$ cat config.mk
export PLATFORM = sky130hd
export DESIGN_NAME = wwdt_core
export DESIGN_NICKNAME = d
export VERILOG_FILES = /design/src/core/wwdt_pkg.sv /design/src/core/wwdt_sync.sv /design/src/core/wwdt_core.sv
export SDC_FILE = /design/constraint.sdc
export NUM_CORES = 1
export LEC_CHECK = 0
export ABC_AREA = 1
export BUFFER_PORTS_ARGS = -buffer_cell sky130_fd_sc_hd__buf_2
export CORE_ASPECT_RATIO = 0.75
export CORE_MARGIN = 10
export CORE_UTILIZATION = 45
export DETAILED_ROUTE_END_ITERATION = 10
export PLACE_DENSITY = 0.69
export SETUP_SLACK_MARGIN = 0.5
export SLEW_MARGIN = 5
export SYNTH_ARGS = -nofsm -noshare
export SYNTH_HDL_FRONTEND = slang
export SYNTH_SLANG_ARGS = --single-unit
export TNS_END_PERCENT = 1
$ cat constraint.sdc
create_clock -name clk -period 3.85 [get_ports clk]
set_clock_uncertainty 0.05 [all_clocks]
set_input_delay 0.77 -clock clk [delete_from_list [all_inputs] [get_ports clk]]
set_output_delay 0.77 -clock clk [all_outputs]
set_load 0.01 [all_outputs]
$ cat src/core/wwdt_pkg.sv
// shared constants, types and helpers of the windowed supervision timer
package wwdt_pkg;

   // ----------------------------------------------------------------
   // register indices (byte address is four times the index)
   // ----------------------------------------------------------------
   localparam logic [9:0] WWDT_IDX_CONTROL = 10'h000;
   localparam logic [9:0] WWDT_IDX_STATUS = 10'h001;
   localparam logic [9:0] WWDT_IDX_PROTECT = 10'h002;
   localparam logic [9:0] WWDT_IDX_STATE = 10'h003;
   localparam logic [9:0] WWDT_IDX_LAST = 10'h003;

   // ----------------------------------------------------------------
   // field positions and reset values
   // ----------------------------------------------------------------
   localparam int WWDT_LOCK_BIT = 7;
   localparam int WWDT_SYNC_BIT = 0;
   localparam logic [7:0] WWDT_CONTROL_RST = 8'h00;
   localparam logic [31:0] WWDT_PRDATA_RST = 32'h00000000;
   localparam logic [3:0] WWDT_CODE_OFF = 4'h0;
   localparam logic [3:0] WWDT_CODE_MAX = 4'hB;

   // ----------------------------------------------------------------
   // cycle and tick counts
   // ----------------------------------------------------------------
   localparam logic [2:0] WWDT_PROTECT_CYCLES = 3'h4;
   localparam logic [1:0] WWDT_CFG_SYNC_TICKS = 2'h2;
   localparam logic [1:0] WWDT_SVC_SYNC_TICKS = 2'h3;
   localparam logic [14:0] WWDT_BASE_TICKS = 15'h0008;

   // ----------------------------------------------------------------
   // types
   // ----------------------------------------------------------------
   typedef struct packed {
      logic [3:0] closedTimeout;
      logic [3:0] openTimeout;
   } wwdt_cfg_s;

   typedef enum logic [1:0] {
      WWDT_OFF = 2'b00,
      WWDT_FREE = 2'b01,
      WWDT_CLOSED = 2'b10,
      WWDT_OPEN = 2'b11
   } wwdt_phase_e;

   // reserved codes above the last step act as the longest period
   function automatic logic [14:0] wwdt_len(input logic [3:0] code);
      logic [3:0] c;
      c = (code > WWDT_CODE_MAX) ? WWDT_CODE_MAX : code;
      wwdt_len = WWDT_BASE_TICKS << (c - 4'h1);
   endfunction : wwdt_len

endpackage : wwdt_pkg

$ cat src/core/wwdt_sync.sv
// two-flop level synchroniser
`timescale 1ns/1ns
module wwdt_sync #(
   parameter int WIDTH = 1
) (
   input wire logic clk,
   input wire logic rst_n,
   input wire logic [WIDTH-1:0] asyncIn,
   output logic [WIDTH-1:0] syncOut
);
   logic [WIDTH-1:0] stage1;

   always_ff @(posedge clk or negedge rst_n) begin
      if (!rst_n) begin
         stage1 <= '0;
         syncOut <= '0;
      end else begin
         stage1 <= asyncIn;
         syncOut <= stage1;
      end
   end
endmodule : wwdt_sync

$ cat src/core/wwdt_core.sv
// windowed supervision timer with apb registers
// What this block does
// - nonzero open timeout code enables the timer
// - nonzero closed timeout code selects window mode
// - normal mode: missed service raises reset request
// - accepted service clears count, restarts period
// - eleven selectable periods for both windows
// - counter advances on slow oscillator tick
// - window mode: early service raises reset request
// - open period follows closed; missing it resets
// - closed window armed only after first service
// - lock blocks control writes; cleared only halted
// - boot fuse loads control; nonzero open code enables and locks
// - keeps counting on tick regardless of main activity
// - debug halt stops timer and clears count
// - restart after halt runs normal timeout first
// - control writes cross to tick domain, flagged pending
// - service takes two to three ticks to act
// - protected write without unlock leaves register unchanged
// - codes 1 to 11 give 8 doubling to 8K ticks
// - pending flag clears once crossing completes
`timescale 1ns/1ns
module wwdt_core
   import wwdt_pkg::*;
#(
   parameter int ADDR_W = 12,
   parameter logic [7:0] UNLOCK_KEY = 8'hA5
) (
   input wire logic clk,
   input wire logic rst_n,
   input wire logic psel,
   input wire logic penable,
   input wire logic pwrite,
   input wire logic [ADDR_W-1:0] paddr,
   input wire logic [31:0] pwdata,
   output logic [31:0] prdata,
   output logic pready,
   output logic pslverr,
   input wire logic slowTickPin,
   input wire logic serviceReq,
   input wire logic debugHalt,
   input wire logic [7:0] bootConfigFuse,
   input wire logic resetAck,
   output logic sysResetReq
);

   // ----------------------------------------------------------------
   // slow tick recovery
   // ----------------------------------------------------------------
   logic tickSync;
   logic tickLast;
   wire logic tick = tickSync & ~tickLast;

   wwdt_sync #(
      .WIDTH(1)
   ) u_tickSync (
      .clk(clk),
      .rst_n(rst_n),
      .asyncIn(slowTickPin),
      .syncOut(tickSync)
   );

   always_ff @(posedge clk or negedge rst_n) begin
      if (!rst_n) tickLast <= 1'b0;
      else tickLast <= tickSync;
   end

   // ----------------------------------------------------------------
   // apb decode
   // ----------------------------------------------------------------
   wire logic [9:0] regIdx = 10'(paddr[ADDR_W-1:2]);
   wire logic mapped = (paddr[1:0] == 2'b00) && (regIdx <= WWDT_IDX_LAST);
   wire logic setup = psel & ~penable;
   wire logic access = psel & penable;
   wire logic wrEn = access & pwrite & mapped;
   wire logic wrControl = wrEn && (regIdx == WWDT_IDX_CONTROL);
   wire logic wrStatus = wrEn && (regIdx == WWDT_IDX_STATUS);
   wire logic wrProtect = wrEn && (regIdx == WWDT_IDX_PROTECT);
   assign pready = 1'b1;
   assign pslverr = access & ~mapped;

   // ----------------------------------------------------------------
   // change protection and lock
   // ----------------------------------------------------------------
   logic [2:0] protectLeft;
   logic lock;
   logic booted;
   wire logic protectOpen = (protectLeft != 3'h0);
   wire logic keyWrite = wrProtect && (pwdata[7:0] == UNLOCK_KEY);
   // protected write consumes the unlock window
   wire logic ctrlTake = wrControl & protectOpen & ~lock;
   wire logic lockSet = wrStatus & protectOpen & pwdata[WWDT_LOCK_BIT];
   wire logic lockClr = wrStatus & protectOpen & ~pwdata[WWDT_LOCK_BIT] & debugHalt;
   wire logic [2:0] next_protectLeft = keyWrite ? WWDT_PROTECT_CYCLES :
      ((ctrlTake | (wrStatus & protectOpen)) ? 3'h0 :
      (protectOpen ? protectLeft - 3'h1 : 3'h0));

   always_ff @(posedge clk or negedge rst_n) begin
      if (!rst_n) protectLeft <= 3'h0;
      else protectLeft <= next_protectLeft;
   end

   wwdt_cfg_s ctrl;
   wwdt_cfg_s activeCfg;
   wwdt_cfg_s fuseCfg;
   assign fuseCfg = bootConfigFuse;

   // fuse is a level, caught by a clocked process after release
   always_ff @(posedge clk or negedge rst_n) begin
      if (!rst_n) begin
         booted <= 1'b0;
         lock <= 1'b0;
         ctrl <= WWDT_CONTROL_RST;
      end else if (!booted) begin
         booted <= 1'b1;
         ctrl <= fuseCfg;
         lock <= (fuseCfg.openTimeout != WWDT_CODE_OFF);
      end else begin
         if (ctrlTake) ctrl <= pwdata[7:0];
         if (lockSet) lock <= 1'b1;
         else if (lockClr) lock <= 1'b0;
      end
   end

   // ----------------------------------------------------------------
   // crossing of control and service into the tick domain
   // ----------------------------------------------------------------
   logic syncPending;
   logic [1:0] syncLeft;
   logic svcPending;
   logic [1:0] svcLeft;
   wire logic syncDone = syncPending & tick & (syncLeft == 2'h1);
   wire logic svcApply = svcPending & tick & (svcLeft == 2'h1);

   // rewrite while pending restarts the crossing; software avoids it
   always_ff @(posedge clk or negedge rst_n) begin
      if (!rst_n) begin
         syncPending <= 1'b0;
         syncLeft <= 2'h0;
      end else if (ctrlTake) begin
         syncPending <= 1'b1;
         syncLeft <= WWDT_CFG_SYNC_TICKS;
      end else if (syncDone) begin
         syncPending <= 1'b0;
         syncLeft <= 2'h0;
      end else if (syncPending & tick) begin
         syncLeft <= syncLeft - 2'h1;
      end
   end

   // a service arriving while one is in flight merges with it
   always_ff @(posedge clk or negedge rst_n) begin
      if (!rst_n) begin
         svcPending <= 1'b0;
         svcLeft <= 2'h0;
      end else if (svcApply) begin
         svcPending <= serviceReq;
         svcLeft <= WWDT_SVC_SYNC_TICKS;
      end else if (serviceReq & ~svcPending) begin
         svcPending <= 1'b1;
         svcLeft <= WWDT_SVC_SYNC_TICKS;
      end else if (svcPending & tick) begin
         svcLeft <= svcLeft - 2'h1;
      end
   end

   // ----------------------------------------------------------------
   // tick-domain configuration
   // ----------------------------------------------------------------
   wire logic cfgEnabled = (activeCfg.openTimeout != WWDT_CODE_OFF);
   wire logic cfgWindow = (activeCfg.closedTimeout != WWDT_CODE_OFF);
   wire logic [14:0] openLen = wwdt_len(activeCfg.openTimeout);
   wire logic [14:0] closedLen = wwdt_len(activeCfg.closedTimeout);
   wire logic windowTurnsOn = syncDone && (activeCfg.closedTimeout == WWDT_CODE_OFF) &&
      (ctrl.closedTimeout != WWDT_CODE_OFF);

   always_ff @(posedge clk or negedge rst_n) begin
      if (!rst_n) activeCfg <= WWDT_CONTROL_RST;
      else if (!booted) activeCfg <= fuseCfg;
      else if (syncDone) activeCfg <= ctrl;
   end

   // ----------------------------------------------------------------
   // counter and phase
   // ----------------------------------------------------------------
   wwdt_phase_e phase;
   wwdt_phase_e next_phase;
   logic [14:0] cnt;
   logic [14:0] next_cnt;
   logic trip;
   logic next_trip;
   wire logic [14:0] cntInc = cnt + 15'h0001;

   always_comb begin
      next_phase = phase;
      next_cnt = cnt;
      next_trip = 1'b0;
      if (!cfgEnabled) begin
         next_phase = WWDT_OFF;
         next_cnt = 15'h0000;
      end else if (debugHalt) begin
         next_phase = WWDT_FREE;
         next_cnt = 15'h0000;
      end else if (windowTurnsOn) begin
         next_phase = WWDT_FREE;
         next_cnt = 15'h0000;
      end else begin
         unique case (phase)
            WWDT_OFF, WWDT_FREE, WWDT_OPEN: begin
               // freshly enabled timer runs free until first service
               if (phase == WWDT_OFF) next_phase = WWDT_FREE;
               if (svcApply) begin
                  next_cnt = 15'h0000;
                  next_phase = cfgWindow ? WWDT_CLOSED : WWDT_FREE;
               end else if (tick) begin
                  if (cntInc >= openLen) begin
                     next_trip = 1'b1;
                     next_cnt = 15'h0000;
                  end else begin
                     next_cnt = cntInc;
                  end
               end
            end
            WWDT_CLOSED: begin
               if (!cfgWindow) begin
                  next_phase = WWDT_FREE;
               end else if (svcApply) begin
                  next_trip = 1'b1;
                  next_cnt = 15'h0000;
               end else if (tick) begin
                  if (cntInc >= closedLen) begin
                     next_phase = WWDT_OPEN;
                     next_cnt = 15'h0000;
                  end else begin
                     next_cnt = cntInc;
                  end
               end
            end
         endcase
      end
   end

   always_ff @(posedge clk or negedge rst_n) begin
      if (!rst_n) begin
         phase <= WWDT_OFF;
         cnt <= 15'h0000;
         trip <= 1'b0;
      end else begin
         phase <= next_phase;
         cnt <= next_cnt;
         trip <= next_trip;
      end
   end

   // ----------------------------------------------------------------
   // reset request: a new trip wins over a same-cycle ack
   // ----------------------------------------------------------------
   always_ff @(posedge clk or negedge rst_n) begin
      if (!rst_n) sysResetReq <= 1'b0;
      else if (trip) sysResetReq <= 1'b1;
      else if (resetAck) sysResetReq <= 1'b0;
   end

   // ----------------------------------------------------------------
   // read path, captured in setup so data comes from flops
   // ----------------------------------------------------------------
   logic [7:0] readMux;
   always_comb begin
      readMux = 8'h00;
      unique case (regIdx)
         WWDT_IDX_CONTROL: readMux = ctrl;
         WWDT_IDX_STATUS: readMux = {lock, 6'h00, syncPending};
         WWDT_IDX_PROTECT: readMux = {7'h00, protectOpen};
         WWDT_IDX_STATE: readMux = {3'h0, sysResetReq, svcPending, phase, cfgEnabled};
         default: readMux = 8'h00;
      endcase
   end

   always_ff @(posedge clk or negedge rst_n) begin
      if (!rst_n) prdata <= WWDT_PRDATA_RST;
      else if (setup & ~pwrite) prdata <= mapped ? {24'h000000, readMux} : WWDT_PRDATA_RST;
   end

   // ----------------------------------------------------------------
   // checks
   // ----------------------------------------------------------------
   AST_DISABLED_QUIET: assert property (@(posedge clk) disable iff (!rst_n)
      !cfgEnabled |=> !trip)
      else $error("disabled timer raised a trip");

   AST_LOCK_HOLDS_CTRL: assert property (@(posedge clk) disable iff (!rst_n)
      booted && wrControl && lock |=> $stable(ctrl))
      else $error("locked control register changed");

   AST_UNPROTECTED_WRITE: assert property (@(posedge clk) disable iff (!rst_n)
      booted && wrControl && !protectOpen |=> $stable(ctrl))
      else $error("control changed without unlock");

   AST_LOCK_STICKY: assert property (@(posedge clk) disable iff (!rst_n)
      booted && lock && !debugHalt |=> lock)
      else $error("lock cleared outside debug halt");

   AST_SYNC_DONE: assert property (@(posedge clk) disable iff (!rst_n)
      $fell(syncPending) |-> (activeCfg == ctrl))
      else $error("pending cleared before config applied");

   AST_HALT_CLEARS: assert property (@(posedge clk) disable iff (!rst_n)
      debugHalt && cfgEnabled |=> (cnt == 15'h0000) && (phase == WWDT_FREE))
      else $error("halt did not clear the counter");

   AST_SERVICE_RESTART: assert property (@(posedge clk) disable iff (!rst_n)
      svcApply && cfgEnabled && !debugHalt && !windowTurnsOn && (phase != WWDT_CLOSED)
      |=> (cnt == 15'h0000) && !trip)
      else $error("service did not restart the period");

   AST_EARLY_SERVICE: assert property (@(posedge clk) disable iff (!rst_n)
      svcApply && cfgEnabled && cfgWindow && !debugHalt && !windowTurnsOn &&
      (phase == WWDT_CLOSED) |=> trip ##1 sysResetReq)
      else $error("early service did not request reset");

   AST_TIMEOUT: assert property (@(posedge clk) disable iff (!rst_n)
      tick && !svcApply && cfgEnabled && !debugHalt && !windowTurnsOn &&
      (phase != WWDT_CLOSED) && (cntInc >= openLen) |=> trip ##1 sysResetReq)
      else $error("missed service did not request reset");

   AST_REQ_HOLD: assert property (@(posedge clk) disable iff (!rst_n)
      sysResetReq && !resetAck |=> sysResetReq)
      else $error("reset request dropped without ack");

   AST_SERVICE_LATENCY: assert property (@(posedge clk) disable iff (!rst_n)
      serviceReq && !svcPending |=> (!svcApply)[*2])
      else $error("service acted too soon");

   AST_PENDING_ON_WRITE: assert property (@(posedge clk) disable iff (!rst_n)
      ctrlTake |=> syncPending)
      else $error("control write did not raise pending");

   AST_ENABLE_FREE: assert property (@(posedge clk) disable iff (!rst_n)
      $rose(cfgEnabled) && !svcApply |=> (phase == WWDT_FREE))
      else $error("enabled timer not running free");

   AST_ACK_CLEARS: assert property (@(posedge clk) disable iff (!rst_n)
      sysResetReq && resetAck && !trip |=> !sysResetReq)
      else $error("acknowledged request still raised");

endmodule : wwdt_core

==> results.cfg, run 1 <==
[drt]
routedWlPerCell_um = 13.3
routed_via_density = 4.91
drt_iter0_drc = 329
vias = 3874
routed_wl_um = 10500
drc = 0
drtPass1Iterations = 5
ant_nets = 0

[synth]
yosys-top-cells-count = nand2_1 (199), inv_1 (82), nor2_1 (58)
synth_edf_count = 0
yosysMostFrequentCell = nand2_1
synth-seq-cells = 57
yosysWarnings = 0
synth.avg_cell_area_sq_um = 6.95
synth_top_area_cell = dfrtp_1
async_flop_share_pct = 100
synth_area_leaders = dfrtp_1 (34%), nand2_1 (18%), ha_1 (8.1%), inv_1 (7.4%), nor2_1 (5.2%)
netlist.area_leader.share_pct = 34.2
syn_area_sq_um = 4180
syn-instance-count = 601
synthFlopType = dfrtp_1
ys_types = 39
yosysSeqAreaShare_pct = 34.2

[status]
outcome = finished clean

[setup_path]
cp_slowest_cell = dfrtp_1
r2r-end = cnt[11]
reg2reg_depth = 16
cpMostUsedCell = nand2_1
cp-startpoint = cnt[0]
reg2reg_from = cnt[0]
required_ns = 4.07
start_kind = register
critPathKind = reg2reg
cpPeakStageDelay_ns = 0.46
arrival_ns = 3.24
crit_fanout = 15
r2r_slack_ns = 0.83
cp_cell_sequence = ha_1 > nand2_1 > nor2_1 > nand3_1 > o21bai_1 > nand2_1 > inv_1 > ha_1 > a21oi_1 > o21ai_0 > a21oi_1 > nand2_1 > o21ai_4 > buf_12 > nand2_1 > nand2_1
crit_end = cnt[11]
endpoint_kind = register

[grt]
grtUsageMet2_pct = 23.0
antenna_found_initial = 0
grt.busiest_layer = met2
gr-usage-met3_pct = 3.96
grt_start_max_net_pins = 42
grt_remaining_overflow = 0
grt_use_met1_pct = 22.3
grt_use_total_pct = 15.8
grt_pass1_wl_um = 17600
grt_pass1_vias = 3694

[floorplanning]
die_y_um = 103
pin_count = 96
die_width_um = 131
rows = 30
die_area_sq_um = 13600
start_util_pct = 46.2
core_sq_um = 9050

[timing]
setup_tns_ns = 0
fin_crit_sh_pct = 78.5
fin_crit_ns = 3.02
slew_headroom_pct = 36.0
grt_setup_unrepaired = no
hold_ws_ns = 0.308
finalSetupViolations = 0
max_freq_mhz = 331
slew_viol_final = 0
finalHoldViolations = 0
tightestPinTransition_ns = 0.960

[final_layout]
syn_to_final_growth_pct = 15.8
antenna_cells = 0
drive_gt1_share_pct = 12.7
fin_nets = 744

[min_path]
hold_depth = 0
hp-class = reg2reg

[clocking]
cts_max_level = 3
cts_made_buffers = 9
cts_root_buffer = clkbuf_16
insertion_delay_ns = 0.33
cts.sinks = 57
clk_pin_slew_ns = 0.05
clk_path_buf_depth = 2
cts_tree = yes

[power]
ir_worst_vdd_v = 0.000209
pwr_density_cell_nw_per_um2 = 408
p_leak_nw = 2.68

[placed_design]
io_buffers = 46
gp_congestion = 0.919
hpwl_um = 8370

[run]
max_cap_viol_count = 0
flip-flops by register name, indices dropped and copies added, names as in the netlist, 2 cells and up:
signal       count
cnt             15
syncLeft         2
ctrl             8
phase            2
prdata           8
protectLeft      3
activeCfg        8
svcLeft          2
layout make-up:
class                      count  area, sq um
clock inverter                 6          115
tap                          128          160
timing repair buffer          50          273
fill                         855         4210
clock buffer                  10          239
multi-input combinational    454         2310
inverter                      84          315
sequential                    57         1430
cells by family after synthesis:
family	count (synthesis)	share of synthesized area, %
AO/OA/AOI/OAI	52	7.61
XOR/XNOR	7	1.47
adder cells (fa/ha/maj)	27	8.09
flip-flops	57	34.2
AND/OR/NAND/NOR	340	35.3
other	2	0.180
buffers and inverters	116	13.2
critical path: cells and delay by family, from the launching register on:
| kind | cells | cell delay (ns) |
|---|---|---|
| compound gates | 5 | 0.78 |
| buf+inv | 2 | 0.26 |
| fa+ha+maj | 2 | 0.47 |
| simple gates | 7 | 0.94 |
| flops | 1 | 0.46 |
metal layers:
metal / up-vias / routed length [um] / share of wire [%]
li1: 1977 / - / -
met1: 1766 / 5150 / 49
met2: 120 / 4420 / 42
met3: 11 / 752 / 7.2
met4: 0 / 139 / 1.3
met5: - / 0 / 0
cell usage in the layout (no fill, tap or decap), drive strengths merged, types with 13 or more instances in the layout:
cell / instances
nand3: 44
a21oi: 13
nor2: 62
o21ai: 22
ha: 27
conb: 28
nand4: 16
dfrtp: 57
buf: 50
inv: 84
nand2: 201
metrics by stage:
step                      util (%)  cells  area [sq um]  setup WS, ns  power (mW)
after floorplan                  -    627          4270          1.20       0.944
final                         53.4    789          4830         0.826        1.97
after detailed placement      49.2    772          4450         0.247        1.03
after CTS                     53.1    788          4810         0.565        1.98
after global placement        49.2    772          4450         0.392        1.01
after global routing          53.4    789          4830         0.499        2.08
power breakdown:
part           internal [mW]  total (mW)  leakage [nW]  switching, mW
Sequential             0.656       0.703         0.736         0.0466
Clock                  0.651       0.940         0.169          0.289
Combinational          0.115       0.331          1.78          0.217
how the worst min path moves through the flow:
| stage | to | slack [ns] | start |
|---|---|---|---|
| 2_1_floorplan | u_tickSync.syncOut | 0.28 | u_tickSync.stage1 |
| 3_3_place_gp | u_tickSync.syncOut | 0.30 | u_tickSync.stage1 |
| 3_5_place_dp | u_tickSync.syncOut | 0.29 | u_tickSync.stage1 |
| 4_1_cts | u_tickSync.syncOut | 0.31 | u_tickSync.stage1 |
| 5_1_grt | u_tickSync.syncOut | 0.32 | u_tickSync.stage1 |
| 6_report | u_tickSync.syncOut | 0.31 | u_tickSync.stage1 |
timing repair:
action | in CTS | in global routing
resized for setup | 1 | 1
pin swaps | 0 | 1
setup buffers | 0 | 1
hold buffers | 0 | 0
gates cloned | 0 | 0
setup endpoints to repair | 15 | 15
Power figures use the tool's default switching activity.
==> inputs of run 2 (changes only) <==
Settings changed: PLACE_DENSITY 0.69 to 0.71.
Clock period 3.85 ns to 2.55 ns, I/O delays scaled along.
==> run 2 against run 1 <==
Wire length increased by 9.6%. Sequential share of layout area is 2.1 points lower. The flow now finishes with violations (negative setup slack). Fmax rose by 13%. Total power increased by 48%. Combinational power rose by 63%. Count of clock-buffer cells in the layout increased by 1. Largest cell class unchanged.
==> results.cfg, run 2 (synthesis gave the netlist of run 1 again) <==
[clocking]
cts_made_buffers = 9
hold_buffers = 0
clk_pin_slew_ns = 0.06
cts_max_level = 3
cts_tree = yes
cts_root_buffer = clkbuf_16
insertion_delay_ns = 0.33
cts.sinks = 57
clk_path_buf_depth = 2

[timing]
worst_slack_ns = -0.137
finalHoldViolations = 0
max_freq_mhz = 372
fin_crit_ns = 2.69
finalSetupViolations = 17
grt_setup_unrepaired = yes
tightestPinTransition_ns = 0.729
slew_headroom_pct = 51.4
fin_crit_sh_pct = 105
setup_tns_ns = -1.91
slew_viol_final = 0

[drt]
drtPass1Iterations = 6
routed_wl_um = 11500
drt_iter0_drc = 324
routedWlPerCell_um = 13.9
routed_via_density = 4.99
ant_nets = 0
drc = 0
vias = 4119

[setup_path]
crit_fanout = 15
endpoint_kind = register
critPathKind = reg2reg
cp_slowest_cell = dfrtp_1
crit_buf_inv = 3
critPathTopFamily = simple AND/OR/NAND/NOR gates
arrival_ns = 2.85
required_ns = 2.71
start_kind = register
cpMostUsedCell = nand2_1
cpPeakStageDelay_ns = 0.35
cp_cell_sequence = ha_2 > nand2_2 > nor2_4 > nand2_2 > nor2_4 > xnor2_2 > inv_1 > buf_4 > ha_4 > nand2_2 > nor2_2 > nand2_1 > nor2_1 > nand2_1 > nand3_2 > o21ai_4 > buf_12 > nand2_1 > nand2_1

[final_layout]
drive_gt1_share_pct = 21.5
antenna_cells = 0
mostFrequentLayoutCell = nand2_1
fillers = 827
fin_nets = 780
largest_reg_flops = 15
layout_common_cells = nand2_1 (191), inv_1 (80), dfrtp_1 (57)
stdcell_area_sq_um = 5210
top_register = cnt
multi_input_area_sq_um = 2440
seq_area_sq_um = 1430
syn_to_final_growth_pct = 24.7

[floorplanning]
pin_count = 96
die_area_sq_um = 13600
start_util_pct = 46.2
core_sq_um = 9050
rows = 30
die_y_um = 103
die_width_um = 131

[run]
max_cap_viol_count = 0

[status]
outcome = complete, but fails checks
violations = negative setup slack

[min_path]
hp-class = in2reg

[placed_design]
io_buffers = 46
hpwl_um = 8740
gp_congestion = 0.898
place_area_sq_um = 4700

[grt]
grt_pass1_wl_um = 19100
grt_use_total_pct = 17.1
antenna_found_initial = 0
grt_start_max_net_pins = 58
grt_pass1_vias = 4062
grt_remaining_overflow = 0

[power]
pwr_density_cell_nw_per_um2 = 560
p_leak_nw = 2.87
ir_worst_vdd_v = 0.000365
==> run 2: metrics by stage <==
stage          cells  worst slack (ns)  utilization (%)  hold slack [ns]  total power, mW
3_5_place_dp     802            -0.410             51.9            0.290             1.58
6_report         825            -0.137             57.6            0.242             2.92
5_1_grt          825            -0.330             57.6            0.235             3.06
2_1_floorplan    627            0.0543                -            0.164             1.43
3_3_place_gp     802            -0.322             51.9            0.299             1.54
4_1_cts          824           -0.0955             56.7            0.232             2.92
==> run 2: worst paths after layout <==
| check | slack (ns) | to | cells after the start | from |
|---|---|---|---|---|
| setup / recovery | -0.14 | cnt[1] | 19 | cnt[0] |
| hold / removal | 0.24 | u_tickSync.stage1 | 1 | slowTickPin |
| setup reg to reg | -0.14 | cnt[1] | 19 | cnt[0] |
| hold reg to reg | 0.31 | u_tickSync.syncOut | 0 | u_tickSync.stage1 |
| max in group asynchronous | 1.69 | cnt[12] | 2 | rst_n |
| min in group asynchronous | 0.25 | cnt[8] | 2 | rst_n |
==> run 2: routing by layer <==
| layer | GRT usage [%] | up-vias | wire length (um) |
|---|---|---|---|
| met2 | 27.1 | 144 | 5190 |
| met3 | 4.20 | 13 | 801 |
| met1 | 22.4 | 1921 | 5320 |
| met5 | 0 | - | 0 |
| met4 | 5.86 | 0 | 161 |
| li1 | - | 2041 | - |
==> run 2: worst reg2reg max path, stage by stage, from the launching register on <==
cell and delay [ns]:
dfrtp_1 0.35, ha_2 0.19, nand2_2 0.07, nor2_4 0.19
nand2_2 0.11, nor2_4 0.11, xnor2_2 0.12, inv_1 0.09
buf_4 0.15, ha_4 0.27, nand2_2 0.06, nor2_2 0.12
nand2_1 0.09, nor2_1 0.09, nand2_1 0.08, nand3_2 0.10
o21ai_4 0.07, buf_12 0.15, nand2_1 0.06, nand2_1 0.05
==> run 2: area by class of cell <==
class,count,area share [%]
Clock buffer,11,4.66
Clock inverter,5,1.51
Inverter,84,6.06
Multi-Input combinational cell,454,46.9
Sequential cell,57,27.4
Tap cell,128,3.08
Timing Repair Buffer,86,10.4
==> run 2: what timing repair did <==
| action | in CTS | in global routing |
|---|---|---|
| gates cloned | 0 | 0 |
| buffers inserted | 6 | 1 |
| resized for setup | 12 | 19 |
| setup endpoints to repair | 18 | 19 |
| pin swaps | 7 | 5 |
==> run 2: power breakdown <==
| group | switching, mW | internal [mW] |
|---|---|---|
| Combinational | 0.351 | 0.188 |
| Clock | 0.434 | 0.879 |
| Sequential | 0.0731 | 0.991 |
| Total | 0.858 | 2.06 |
